**src/include/rifp_pkg.sv**
```systemverilog
package rifp_pkg;
    // register byte addresses
    localparam logic [7:0] RIFP_FLAG_IO_ADDR = 8'h00;
    localparam logic [7:0] RIFP_BUS_CTRL_ADDR = 8'h04;
    localparam logic [7:0] RIFP_CORE_CMD_ADDR = 8'h08;
    localparam logic [7:0] RIFP_STATUS_ADDR = 8'h0c;
    localparam logic [7:0] RIFP_INT_ADDR = 8'h10;
    // flag io control field positions
    localparam int RIFP_DIR0_BIT = 1;
    localparam int RIFP_OUT0_BIT = 2;
    localparam int RIFP_IN0_BIT = 3;
    localparam int RIFP_DIR1_BIT = 5;
    localparam int RIFP_OUT1_BIT = 6;
    localparam int RIFP_IN1_BIT = 7;
    // core command bits
    localparam int RIFP_CMD_STORE_BIT = 0;
    localparam int RIFP_CMD_CONFLICT_BIT = 1;
    localparam int RIFP_CMD_SIGNAL_BIT = 2;
    localparam int RIFP_CMD_LOAD_BIT = 3;
    localparam int RIFP_CMD_ACK_BIT = 4;
    localparam int RIFP_CMD_FETCH_BIT = 5;
    localparam int RIFP_CMD_MCMODE_BIT = 6;
    // reset values
    localparam logic [7:0] RIFP_FLAG_IO_RESET = 8'h00;
    localparam logic [3:0] RIFP_WAIT_RESET = 4'h7;
    localparam logic [3:0] RIFP_WAIT_NONE = 4'h0;
    // timing
    localparam int RIFP_CLOCK_MHZ = 20;
    localparam int RIFP_RESET_MIN_CYCLES = 10;
    localparam logic [3:0] RIFP_RESET_MIN = 4'ha;
    localparam logic [1:0] RIFP_VECTOR_FETCHES = 2'h2;
    localparam logic [1:0] RIFP_INT_SPACING = 2'h2;
    localparam logic [1:0] RIFP_RESP_OKAY = 2'h0;
    localparam logic [1:0] RIFP_RESP_SLVERR = 2'h2;

    typedef enum logic [2:0]
    {
        RIFP_IDLE = 3'b000,
        RIFP_VEC_FETCH = 3'b001,
        RIFP_SIG_LOW = 3'b010,
        RIFP_SIG_WAIT = 3'b011,
        RIFP_LOAD_WAIT = 3'b100,
        RIFP_STORE_HOLD = 3'b101
    } rifp_state_t;
endpackage

```
**src/include/rifp_irq_if.sv**
```systemverilog
`timescale 1ns/1ps
`default_nettype none
// one request line between top and its sampler
interface rifp_irq_if;
    logic line_n;
    logic taken;
    logic pending;
    modport top (output line_n, output taken, input pending);
    modport sampler (input line_n, input taken, output pending);
endinterface
`default_nettype wire

```
**src/logic/rifp_irq_sampler.sv**
```systemverilog
`timescale 1ns/1ps
`default_nettype none
// --------------------
// level interrupt sampler
// --------------------
module rifp_irq_sampler
    import rifp_pkg::*;
(
    input wire logic clock,
    input wire logic reset,
    rifp_irq_if.sampler irq
);
    typedef struct packed
    {
        logic pending;
        logic [1:0] gap;
    } rifp_irq_state_t;

    rifp_irq_state_t state;
    rifp_irq_state_t next_state;

    // level sampled once per cycle; re-arm after two cycles
    always_comb
    begin
        next_state = state;
        if (state.gap != 2'h0)
        begin
            next_state.gap = state.gap - 2'h1;
        end
        if (irq.taken)
        begin
            next_state.pending = 1'b0;
        end
        if (!irq.line_n && state.gap == 2'h0 && !state.pending)
        begin
            next_state.pending = 1'b1;
            next_state.gap = RIFP_INT_SPACING - 2'h1;
        end
    end

    always_ff @(posedge clock)
    begin
        if (reset)
        begin
            state <= '0;
        end
        else
        begin
            state <= next_state;
        end
    end

    assign irq.pending = state.pending;
endmodule
`default_nettype wire

```
**src/logic/rifp_pin_ctrl.sv**
```systemverilog
`timescale 1ns/1ps
`default_nettype none
// How it works
// - interlocked store drives out flag high at execute start
// - store address driven at execute, held back while conflict stalls
// - output value bits 2 and 6 drive the pins when outputs
// - direction bits 1 and 5 choose input or output
// - sampled pin levels appear in bits 3 and 7
// - reset taken at any cycle point; sequence may slip one cycle
// - flag, serial and timer pins float during reset
// - buses float, strobes held high during reset
// - reset loads bus control with seven wait states
// - reset vector fetched twice; seven waits or none by mode
// - bus hold request honoured even during reset
// - interrupt lines are level inputs sampled each cycle
// - core acts on interrupts only at fetch boundaries
// - same source accepted again every two cycles
// - ack strobe low at decode start, high at read start
// - ack strobe low exactly one cycle despite decode stretch
module rifp_pin_ctrl
    import rifp_pkg::*;
(
    input wire logic clock,
    input wire logic reset,
    input wire logic [31:0] s_axi_awaddr,
    input wire logic s_axi_awvalid,
    output logic s_axi_awready,
    input wire logic [31:0] s_axi_wdata,
    input wire logic [3:0] s_axi_wstrb,
    input wire logic s_axi_wvalid,
    output logic s_axi_wready,
    output logic [1:0] s_axi_bresp,
    output logic s_axi_bvalid,
    input wire logic s_axi_bready,
    input wire logic [31:0] s_axi_araddr,
    input wire logic s_axi_arvalid,
    output logic s_axi_arready,
    output logic [31:0] s_axi_rdata,
    output logic [1:0] s_axi_rresp,
    output logic s_axi_rvalid,
    input wire logic s_axi_rready,
    input wire logic flag0_in,
    output logic flag0_out,
    output logic flag0_oe,
    input wire logic flag1_in,
    output logic flag1_out,
    output logic flag1_oe,
    input wire logic [3:0] interrupt_request_lines_n,
    output logic interrupt_ack_strobe_n,
    output logic [3:0] interrupt_to_core,
    input wire logic fetch_boundary,
    input wire logic hold_request,
    output logic hold_ack,
    output logic bus_oe,
    output logic access_strobe_n,
    output logic read_write,
    output logic store_address_drive,
    output logic load_complete,
    output logic [3:0] wait_states,
    output logic periph_pins_oe
);
    // --------------------
    // state
    // --------------------
    typedef struct packed
    {
        logic [7:0] flag_io;
        logic [3:0] bus_wait;
        logic [3:0] reset_count;
        logic in_reset;
        rifp_state_t mode;
        logic [1:0] fetch_left;
        logic [3:0] wait_count;
        logic ack_low;
        logic ack_done;
        logic store_pending;
        logic addr_drive;
        logic load_done;
        logic aw_held;
        logic [7:0] aw_addr;
        logic w_held;
        logic [31:0] w_data;
        logic [3:0] w_access_strobe;
        logic bvalid;
        logic [1:0] bresp;
        logic rvalid;
        logic [31:0] rdata;
        logic [1:0] rresp;
        logic [3:0] int_seen;
    } rifp_core_t;

    rifp_core_t state;
    rifp_core_t next_state;
    logic [3:0] pending;
    logic [3:0] take;
    logic [31:0] cmd;
    logic cmd_write;

    // --------------------
    // interrupt samplers, one per line
    // --------------------
    genvar i;
    generate
        for (i = 0; i < 4; i++)
        begin : g_irq
            rifp_irq_if irq ();
            assign irq.line_n = interrupt_request_lines_n[i];
            assign irq.taken = take[i];
            assign pending[i] = irq.pending;
            rifp_irq_sampler u_samp
            (
                .clock(clock),
                .reset(reset),
                .irq(irq)
            );
        end
    endgenerate

    // released to the core only at a fetch boundary
    assign take = fetch_boundary ? pending : 4'h0;
    assign cmd_write = state.aw_held && state.w_held && !state.bvalid
        && state.aw_addr == RIFP_CORE_CMD_ADDR;
    assign cmd = cmd_write ? state.w_data : 32'h0;

    // --------------------
    // next state
    // --------------------
    always_comb
    begin
        next_state = state;
        next_state.ack_low = 1'b0;
        // count reset length for status
        if (state.in_reset && state.reset_count != RIFP_RESET_MIN)
        begin
            next_state.reset_count = state.reset_count + 4'h1;
        end
        // release: two vector fetches follow
        if (state.in_reset)
        begin
            next_state.in_reset = 1'b0;
            next_state.mode = RIFP_VEC_FETCH;
            next_state.fetch_left = RIFP_VECTOR_FETCHES;
            next_state.wait_count = state.bus_wait;
        end
        // sampled flag levels land in the input bits
        next_state.flag_io[RIFP_IN0_BIT] = flag0_oe ? flag0_out : flag0_in;
        next_state.flag_io[RIFP_IN1_BIT] = flag1_oe ? flag1_out : flag1_in;
        next_state.int_seen = state.int_seen | take;
        // ack strobe: exactly one cycle per request
        if (cmd[RIFP_CMD_ACK_BIT])
        begin
            next_state.ack_low = 1'b1;
        end
        next_state.addr_drive = 1'b0;
        next_state.load_done = 1'b0;
        case (state.mode)
            RIFP_IDLE:
            begin
                if (cmd[RIFP_CMD_STORE_BIT])
                begin
                    next_state.flag_io[RIFP_OUT0_BIT] = 1'b1;
                    if (cmd[RIFP_CMD_CONFLICT_BIT])
                    begin
                        next_state.mode = RIFP_STORE_HOLD;
                    end
                    else
                    begin
                        next_state.addr_drive = 1'b1;
                    end
                end
                else if (cmd[RIFP_CMD_SIGNAL_BIT])
                begin
                    next_state.flag_io[RIFP_OUT0_BIT] = 1'b0;
                    next_state.mode = RIFP_SIG_LOW;
                end
                else if (cmd[RIFP_CMD_LOAD_BIT])
                begin
                    next_state.flag_io[RIFP_OUT0_BIT] = 1'b0;
                    next_state.mode = RIFP_LOAD_WAIT;
                end
            end
            RIFP_STORE_HOLD:
            begin
                // address held back until the stall clears
                if (cmd_write && !state.w_data[RIFP_CMD_CONFLICT_BIT])
                begin
                    next_state.addr_drive = 1'b1;
                    next_state.mode = RIFP_IDLE;
                end
            end
            RIFP_SIG_LOW:
            begin
                next_state.mode = RIFP_SIG_WAIT;
            end
            RIFP_SIG_WAIT:
            begin
                if (!state.flag_io[RIFP_IN1_BIT])
                begin
                    next_state.flag_io[RIFP_OUT0_BIT] = 1'b1;
                    next_state.mode = RIFP_IDLE;
                end
            end
            RIFP_LOAD_WAIT:
            begin
                if (!state.flag_io[RIFP_IN1_BIT])
                begin
                    next_state.load_done = 1'b1;
                    next_state.mode = RIFP_IDLE;
                end
            end
            RIFP_VEC_FETCH:
            begin
                // microcomputer mode fetches without waits
                if (state.wait_count == 4'h0 || cmd[RIFP_CMD_MCMODE_BIT])
                begin
                    next_state.fetch_left = state.fetch_left - 2'h1;
                    next_state.wait_count = state.bus_wait;
                    if (state.fetch_left == 2'h1)
                    begin
                        next_state.mode = RIFP_IDLE;
                    end
                end
                else
                begin
                    next_state.wait_count = state.wait_count - 4'h1;
                end
            end
            default:
            begin
                next_state.mode = RIFP_IDLE;
            end
        endcase
        // --------------------
        // axi write channel
        // --------------------
        if (s_axi_awvalid && s_axi_awready)
        begin
            next_state.aw_held = 1'b1;
            next_state.aw_addr = s_axi_awaddr[7:0];
        end
        if (s_axi_wvalid && s_axi_wready)
        begin
            next_state.w_held = 1'b1;
            next_state.w_data = s_axi_wdata;
            next_state.w_access_strobe = s_axi_wstrb;
        end
        if (state.aw_held && state.w_held && !state.bvalid)
        begin
            next_state.bvalid = 1'b1;
            next_state.bresp = RIFP_RESP_OKAY;
            next_state.aw_held = 1'b0;
            next_state.w_held = 1'b0;
            case (state.aw_addr)
                RIFP_FLAG_IO_ADDR:
                begin
                    if (state.w_access_strobe[0])
                    begin
                        // only direction and value bits are writable
                        next_state.flag_io[RIFP_DIR0_BIT] = state.w_data[RIFP_DIR0_BIT];
                        next_state.flag_io[RIFP_OUT0_BIT] = state.w_data[RIFP_OUT0_BIT];
                        next_state.flag_io[RIFP_DIR1_BIT] = state.w_data[RIFP_DIR1_BIT];
                        next_state.flag_io[RIFP_OUT1_BIT] = state.w_data[RIFP_OUT1_BIT];
                    end
                end
                RIFP_BUS_CTRL_ADDR:
                begin
                    if (state.w_access_strobe[0])
                    begin
                        next_state.bus_wait = state.w_data[3:0];
                    end
                end
                RIFP_CORE_CMD_ADDR:
                begin
                end
                RIFP_INT_ADDR:
                begin
                    // set wins over clear
                    next_state.int_seen = (state.int_seen & ~state.w_data[3:0]) | take;
                end
                default:
                begin
                    next_state.bresp = RIFP_RESP_SLVERR;
                end
            endcase
        end
        if (state.bvalid && s_axi_bready)
        begin
            next_state.bvalid = 1'b0;
        end
        // --------------------
        // axi read channel
        // --------------------
        if (s_axi_arvalid && s_axi_arready)
        begin
            next_state.rvalid = 1'b1;
            next_state.rresp = RIFP_RESP_OKAY;
            case (s_axi_araddr[7:0])
                RIFP_FLAG_IO_ADDR: next_state.rdata = {24'h0, state.flag_io};
                RIFP_BUS_CTRL_ADDR: next_state.rdata = {28'h0, state.bus_wait};
                RIFP_CORE_CMD_ADDR: next_state.rdata = 32'h0;
                RIFP_STATUS_ADDR: next_state.rdata = {24'h0, state.reset_count,
                    1'b0, state.mode};
                RIFP_INT_ADDR: next_state.rdata = {24'h0, pending, state.int_seen};
                default:
                begin
                    next_state.rdata = 32'h0;
                    next_state.rresp = RIFP_RESP_SLVERR;
                end
            endcase
        end
        else if (state.rvalid && s_axi_rready)
        begin
            next_state.rvalid = 1'b0;
        end
    end

    // --------------------
    // registers
    // --------------------
    // reset is sampled each edge; a late assertion slips one cycle
    always_ff @(posedge clock)
    begin
        if (reset)
        begin
            state <= '0;
            state.bus_wait <= RIFP_WAIT_RESET;
            state.flag_io <= RIFP_FLAG_IO_RESET;
            state.in_reset <= 1'b1;
            state.reset_count <= (state.reset_count == RIFP_RESET_MIN)
                ? RIFP_RESET_MIN : state.reset_count + 4'h1;
        end
        else
        begin
            state <= next_state;
        end
    end

    // --------------------
    // pins
    // --------------------
    // flag pins float during reset, follow direction bits otherwise
    assign flag0_oe = !reset && state.flag_io[RIFP_DIR0_BIT];
    assign flag1_oe = !reset && state.flag_io[RIFP_DIR1_BIT];
    assign flag0_out = state.flag_io[RIFP_OUT0_BIT];
    assign flag1_out = state.flag_io[RIFP_OUT1_BIT];
    assign periph_pins_oe = !reset;
    assign bus_oe = !reset && !hold_request;
    assign hold_ack = hold_request;
    assign access_strobe_n = 1'b1;
    assign read_write = 1'b1;
    assign interrupt_ack_strobe_n = reset || !state.ack_low;
    assign interrupt_to_core = take;
    assign store_address_drive = state.addr_drive;
    assign load_complete = state.load_done;
    // programmed bus wait count
    assign wait_states = state.bus_wait;
    assign s_axi_awready = !state.aw_held && !state.bvalid;
    assign s_axi_wready = !state.w_held && !state.bvalid;
    assign s_axi_bvalid = state.bvalid;
    assign s_axi_bresp = state.bresp;
    assign s_axi_arready = !state.rvalid;
    assign s_axi_rvalid = state.rvalid;
    assign s_axi_rdata = state.rdata;
    assign s_axi_rresp = state.rresp;
endmodule
`default_nettype wire

```
**config.mk**
```make
export PLATFORM = sky130hd
export DESIGN_NAME = rifp_pin_ctrl
export DESIGN_NICKNAME = d
export VERILOG_FILES = /design/src/include/rifp_pkg.sv /design/src/include/rifp_irq_if.sv /design/src/logic/rifp_irq_sampler.sv /design/src/logic/rifp_pin_ctrl.sv
export SDC_FILE = /design/constraint.sdc
export NUM_CORES = 1
export LEC_CHECK = 0
export ABC_AREA = 1
export BUFFER_PORTS_ARGS = -buffer_cell sky130_fd_sc_hd__buf_2
export CAP_MARGIN = 0
export CORE_MARGIN = 2
export CORE_UTILIZATION = 49
export DETAILED_ROUTE_END_ITERATION = 16
export GPL_ROUTABILITY_DRIVEN = 0
export GPL_TIMING_DRIVEN = 0
export PLACE_DENSITY = 0.85
export SLEW_MARGIN = 5
export SYNTH_ARGS = -nofsm -noshare
export SYNTH_HDL_FRONTEND = slang
export SYNTH_SLANG_ARGS = --single-unit
```
**constraint.sdc**
```tcl
create_clock -name clock -period 3.4 [get_ports clock]
set_input_delay 0.17 -clock clock [delete_from_list [all_inputs] [get_ports clock]]
set_output_delay 0.17 -clock clock [all_outputs]
set_load 0.01 [all_outputs]
```
==> flow_summary.ini <==
[status]
outcome = complete, no violations

[power]
pwr-share-seq = 0.444
leakage_nw = 2.40
p_sw_frac = 0.322
combPwrFrac = 0.265
p_clk_frac = 0.291
power.density_mw_per_mm2 = 518
irDropWorstVdd_mv = 0.287
p_int_mw = 1.67
p_switching_mw = 0.795

[yosys]
yosysWarnings = 0
synth-main-ff-cell = dfxtp_1
synth.area.top_cells = dfxtp_1 35%, buf_4 8.9%, nand2_1 8.0%
synth_cells = 544
synth_cell_types = 40
yosys_register_bits = 73
yosysTopAreaCell = dfxtp_1
yosys.area.top_type_share = 0.349
netlist_top_cells_count = 84 x nand2_1, 70 x inv_1, 69 x dfxtp_1
async_flop_share = 0
yosysMostFrequentCell = nand2_1
syn_area_per_cell_um2 = 7.28
synth_edf_count = 4
synth_seq_area_share = 0.379
syn_area_mm2 = 0.00396

[worst_hold_path]
min_from = s_axi_awaddr[7]
min_to = state[86]
hold_path.class = input pin to register
hold_depth = 3

[worst_setup_path]
startpoint = reset
cp.arrival_ps = 2020
r2r_start = state[103]
path_max_fanout = 10
path_class = input pin to output pin
end_kind = output pin
worst_ep_required_time_ps = 3230
reg2reg_to = state[104]
worst-r2r-cell-count = 5
cp-start-kind = input pin
r2r_slack_ps = 1770

[die]
die_y_um = 93.9
start_util = 0.510
core_mm2 = 0.00777
dieArea_mm2 = 0.00882
ios = 176
rows = 32
die_width_um = 93.9

[routing]
dr.pass1.iters = 4
ant_nets = 0
drt_iter0_drc = 261
vias = 3707
vias_per_cell = 4.88
wl_per_cell_um = 12.1
wl_um = 9210
route.detailed.drc = 0

[finish]
fill_cells = 696
areaGrowthSynthToFinish_pct = 20.2
final_area_mm2 = 0.00476
nets = 781
drive_above_1_share = 0.254
diodes = 0

[timing]
finClkSkew_ps = 10.7
hold_violations = 0
period_share = 0.644
maxSlewViolCount = 0
rsz0062_at_grt = no
relSlewSlack = 0.587
tightest_slew_ps = 614
setup_violations = 0
setup_tns_ps = 0
fin_crit_ps = 2190
max_freq_ghz = 0.456

[clock_tree]
cts_sinks = 73
post_cts_buffers = 0
clock_path_buffers = 2
cts-root-buf = clkbuf_8
cts_tree = built
ctsHoldBuffers = 2
clk-insertion-delay-late_ps = 350
cts_buffers = 9
clk_pin_slew_ps = 70
cts_resized = 0
cts-htree-levels = 3

[placement]
port_buffers = 71
dp_hpwl_um = 7240
postPlaceCellArea_mm2 = 0.00454

[global_routing]
grt_remaining_overflow = 0
antenna_found_initial = 0
grt_pass1_wl_um = 14700
grt_max_degree = 13
grt_use_met1 = 0.261
grt_pass1_vias = 3344
grt.met3_usage = 0.0546
grt.met2_usage = 0.363
grt-busiest-layer = met2
grt_usage = 0.216

[run]
cap_violations = 0
critical path: stages:
cell and delay [ps]:
dlygate4sd3_1 520, buf_2 130, clkbuf_1 420, buf_1 500, nor2_1 110, buf_2 160
metrics by stage:
stage	hold slack, ps	utilization	worst slack, ps	power [mW]	instances
global route	85.3	0.613	1040	2.63	760
finish	79.2	0.613	1210	2.47	760
global placement	322	0.585	1670	1.71	743
floorplan	198	-	1990	1.60	570
detailed placement	325	0.585	1620	1.76	743
CTS	61.7	0.613	1120	2.48	760
flip-flops by register name (all words and copies together) (netlist names):
name,count
g_irq.u_samp.irq.pending,4
s_axi_rvalid,1
wait_states,4
s_axi_rdata,8
state,41
s_axi_rresp,1
flag0_out,1
load_complete,1
s_axi_bresp,1
store_address_drive,1
flag1_out,1
g_irq.u_samp.state,8
s_axi_bvalid,1
power by group through the flow:
stage | registers [mW] | logic, mW | clock network, mW
2_1_floorplan | 1.09 | 0.508 | 0
3_3_place_gp | 1.10 | 0.610 | 0
3_5_place_dp | 1.11 | 0.647 | 0
4_1_cts | 1.09 | 0.653 | 0.734
5_1_grt | 1.11 | 0.750 | 0.770
6_report | 1.10 | 0.653 | 0.720
how the worst max path moves through the flow:
| stage | end | slack (ps) | cells after the start |
|---|---|---|---|
| 5_1_grt | flag0_oe | 1040 | 6 |
| 4_1_cts | flag0_oe | 1120 | 6 |
| 2_1_floorplan | state[103] | 1990 | 4 |
| 3_3_place_gp | state[105] | 1670 | 4 |
| 6_report | flag0_oe | 1210 | 6 |
| 3_5_place_dp | state[104] | 1620 | 4 |
layout make-up:
class	instances	area [um^2]	area share
multi-input cells	362	1860	0.390
flip-flops and latches	73	1500	0.315
plain buffers	59	415	0.0872
repair buffers	73	375	0.0788
inverters	76	285	0.0599
clock buffers	11	131	0.0276
well taps	102	128	0.0268
clock inverters	4	70.1	0.0147
metal layers:
metal | routed length [um] | vias to the layer above
met2 | 4320 | 142
met5 | 0 | -
met3 | 806 | 24
met1 | 3860 | 1640
li1 | - | 1901
met4 | 227 | 0
cell families (layout without fill, tap and decap cells):
kind of cell | after synthesis | count (layout) | share of synthesized area
compound gates | 103 | 103 | 0.144
xor+xnor | 4 | 4 | 0.00884
fa+ha+maj | 12 | 12 | 0.0379
buf+inv | 135 | 223 | 0.177
flops | 73 | 73 | 0.379
other cells | 2 | 28 | 0.00190
simple gates | 215 | 215 | 0.252
layout by cell type, fill, tap and decap left out, types with 3 or more instances in the layout:
cell	n
ha_1	12
a21oi_1	41
nand3_1	32
buf_4	47
nand4_1	3
o21ai_0	36
nor3_1	16
o31ai_1	4
inv_2	6
buf_2	73
nor3_2	3
a211oi_1	4
nand2_1	84
dfxtp_1	69
nor2_1	56
edfxtp_1	4
inv_1	70
xor2_1	4
o21ai_1	5
clkbuf_1	9
conb_1	28
nand2_2	7
nor2_2	4
clkbuf_8	9
o211ai_1	3
nor2_4	3
(Power assumes the default switching activity.)
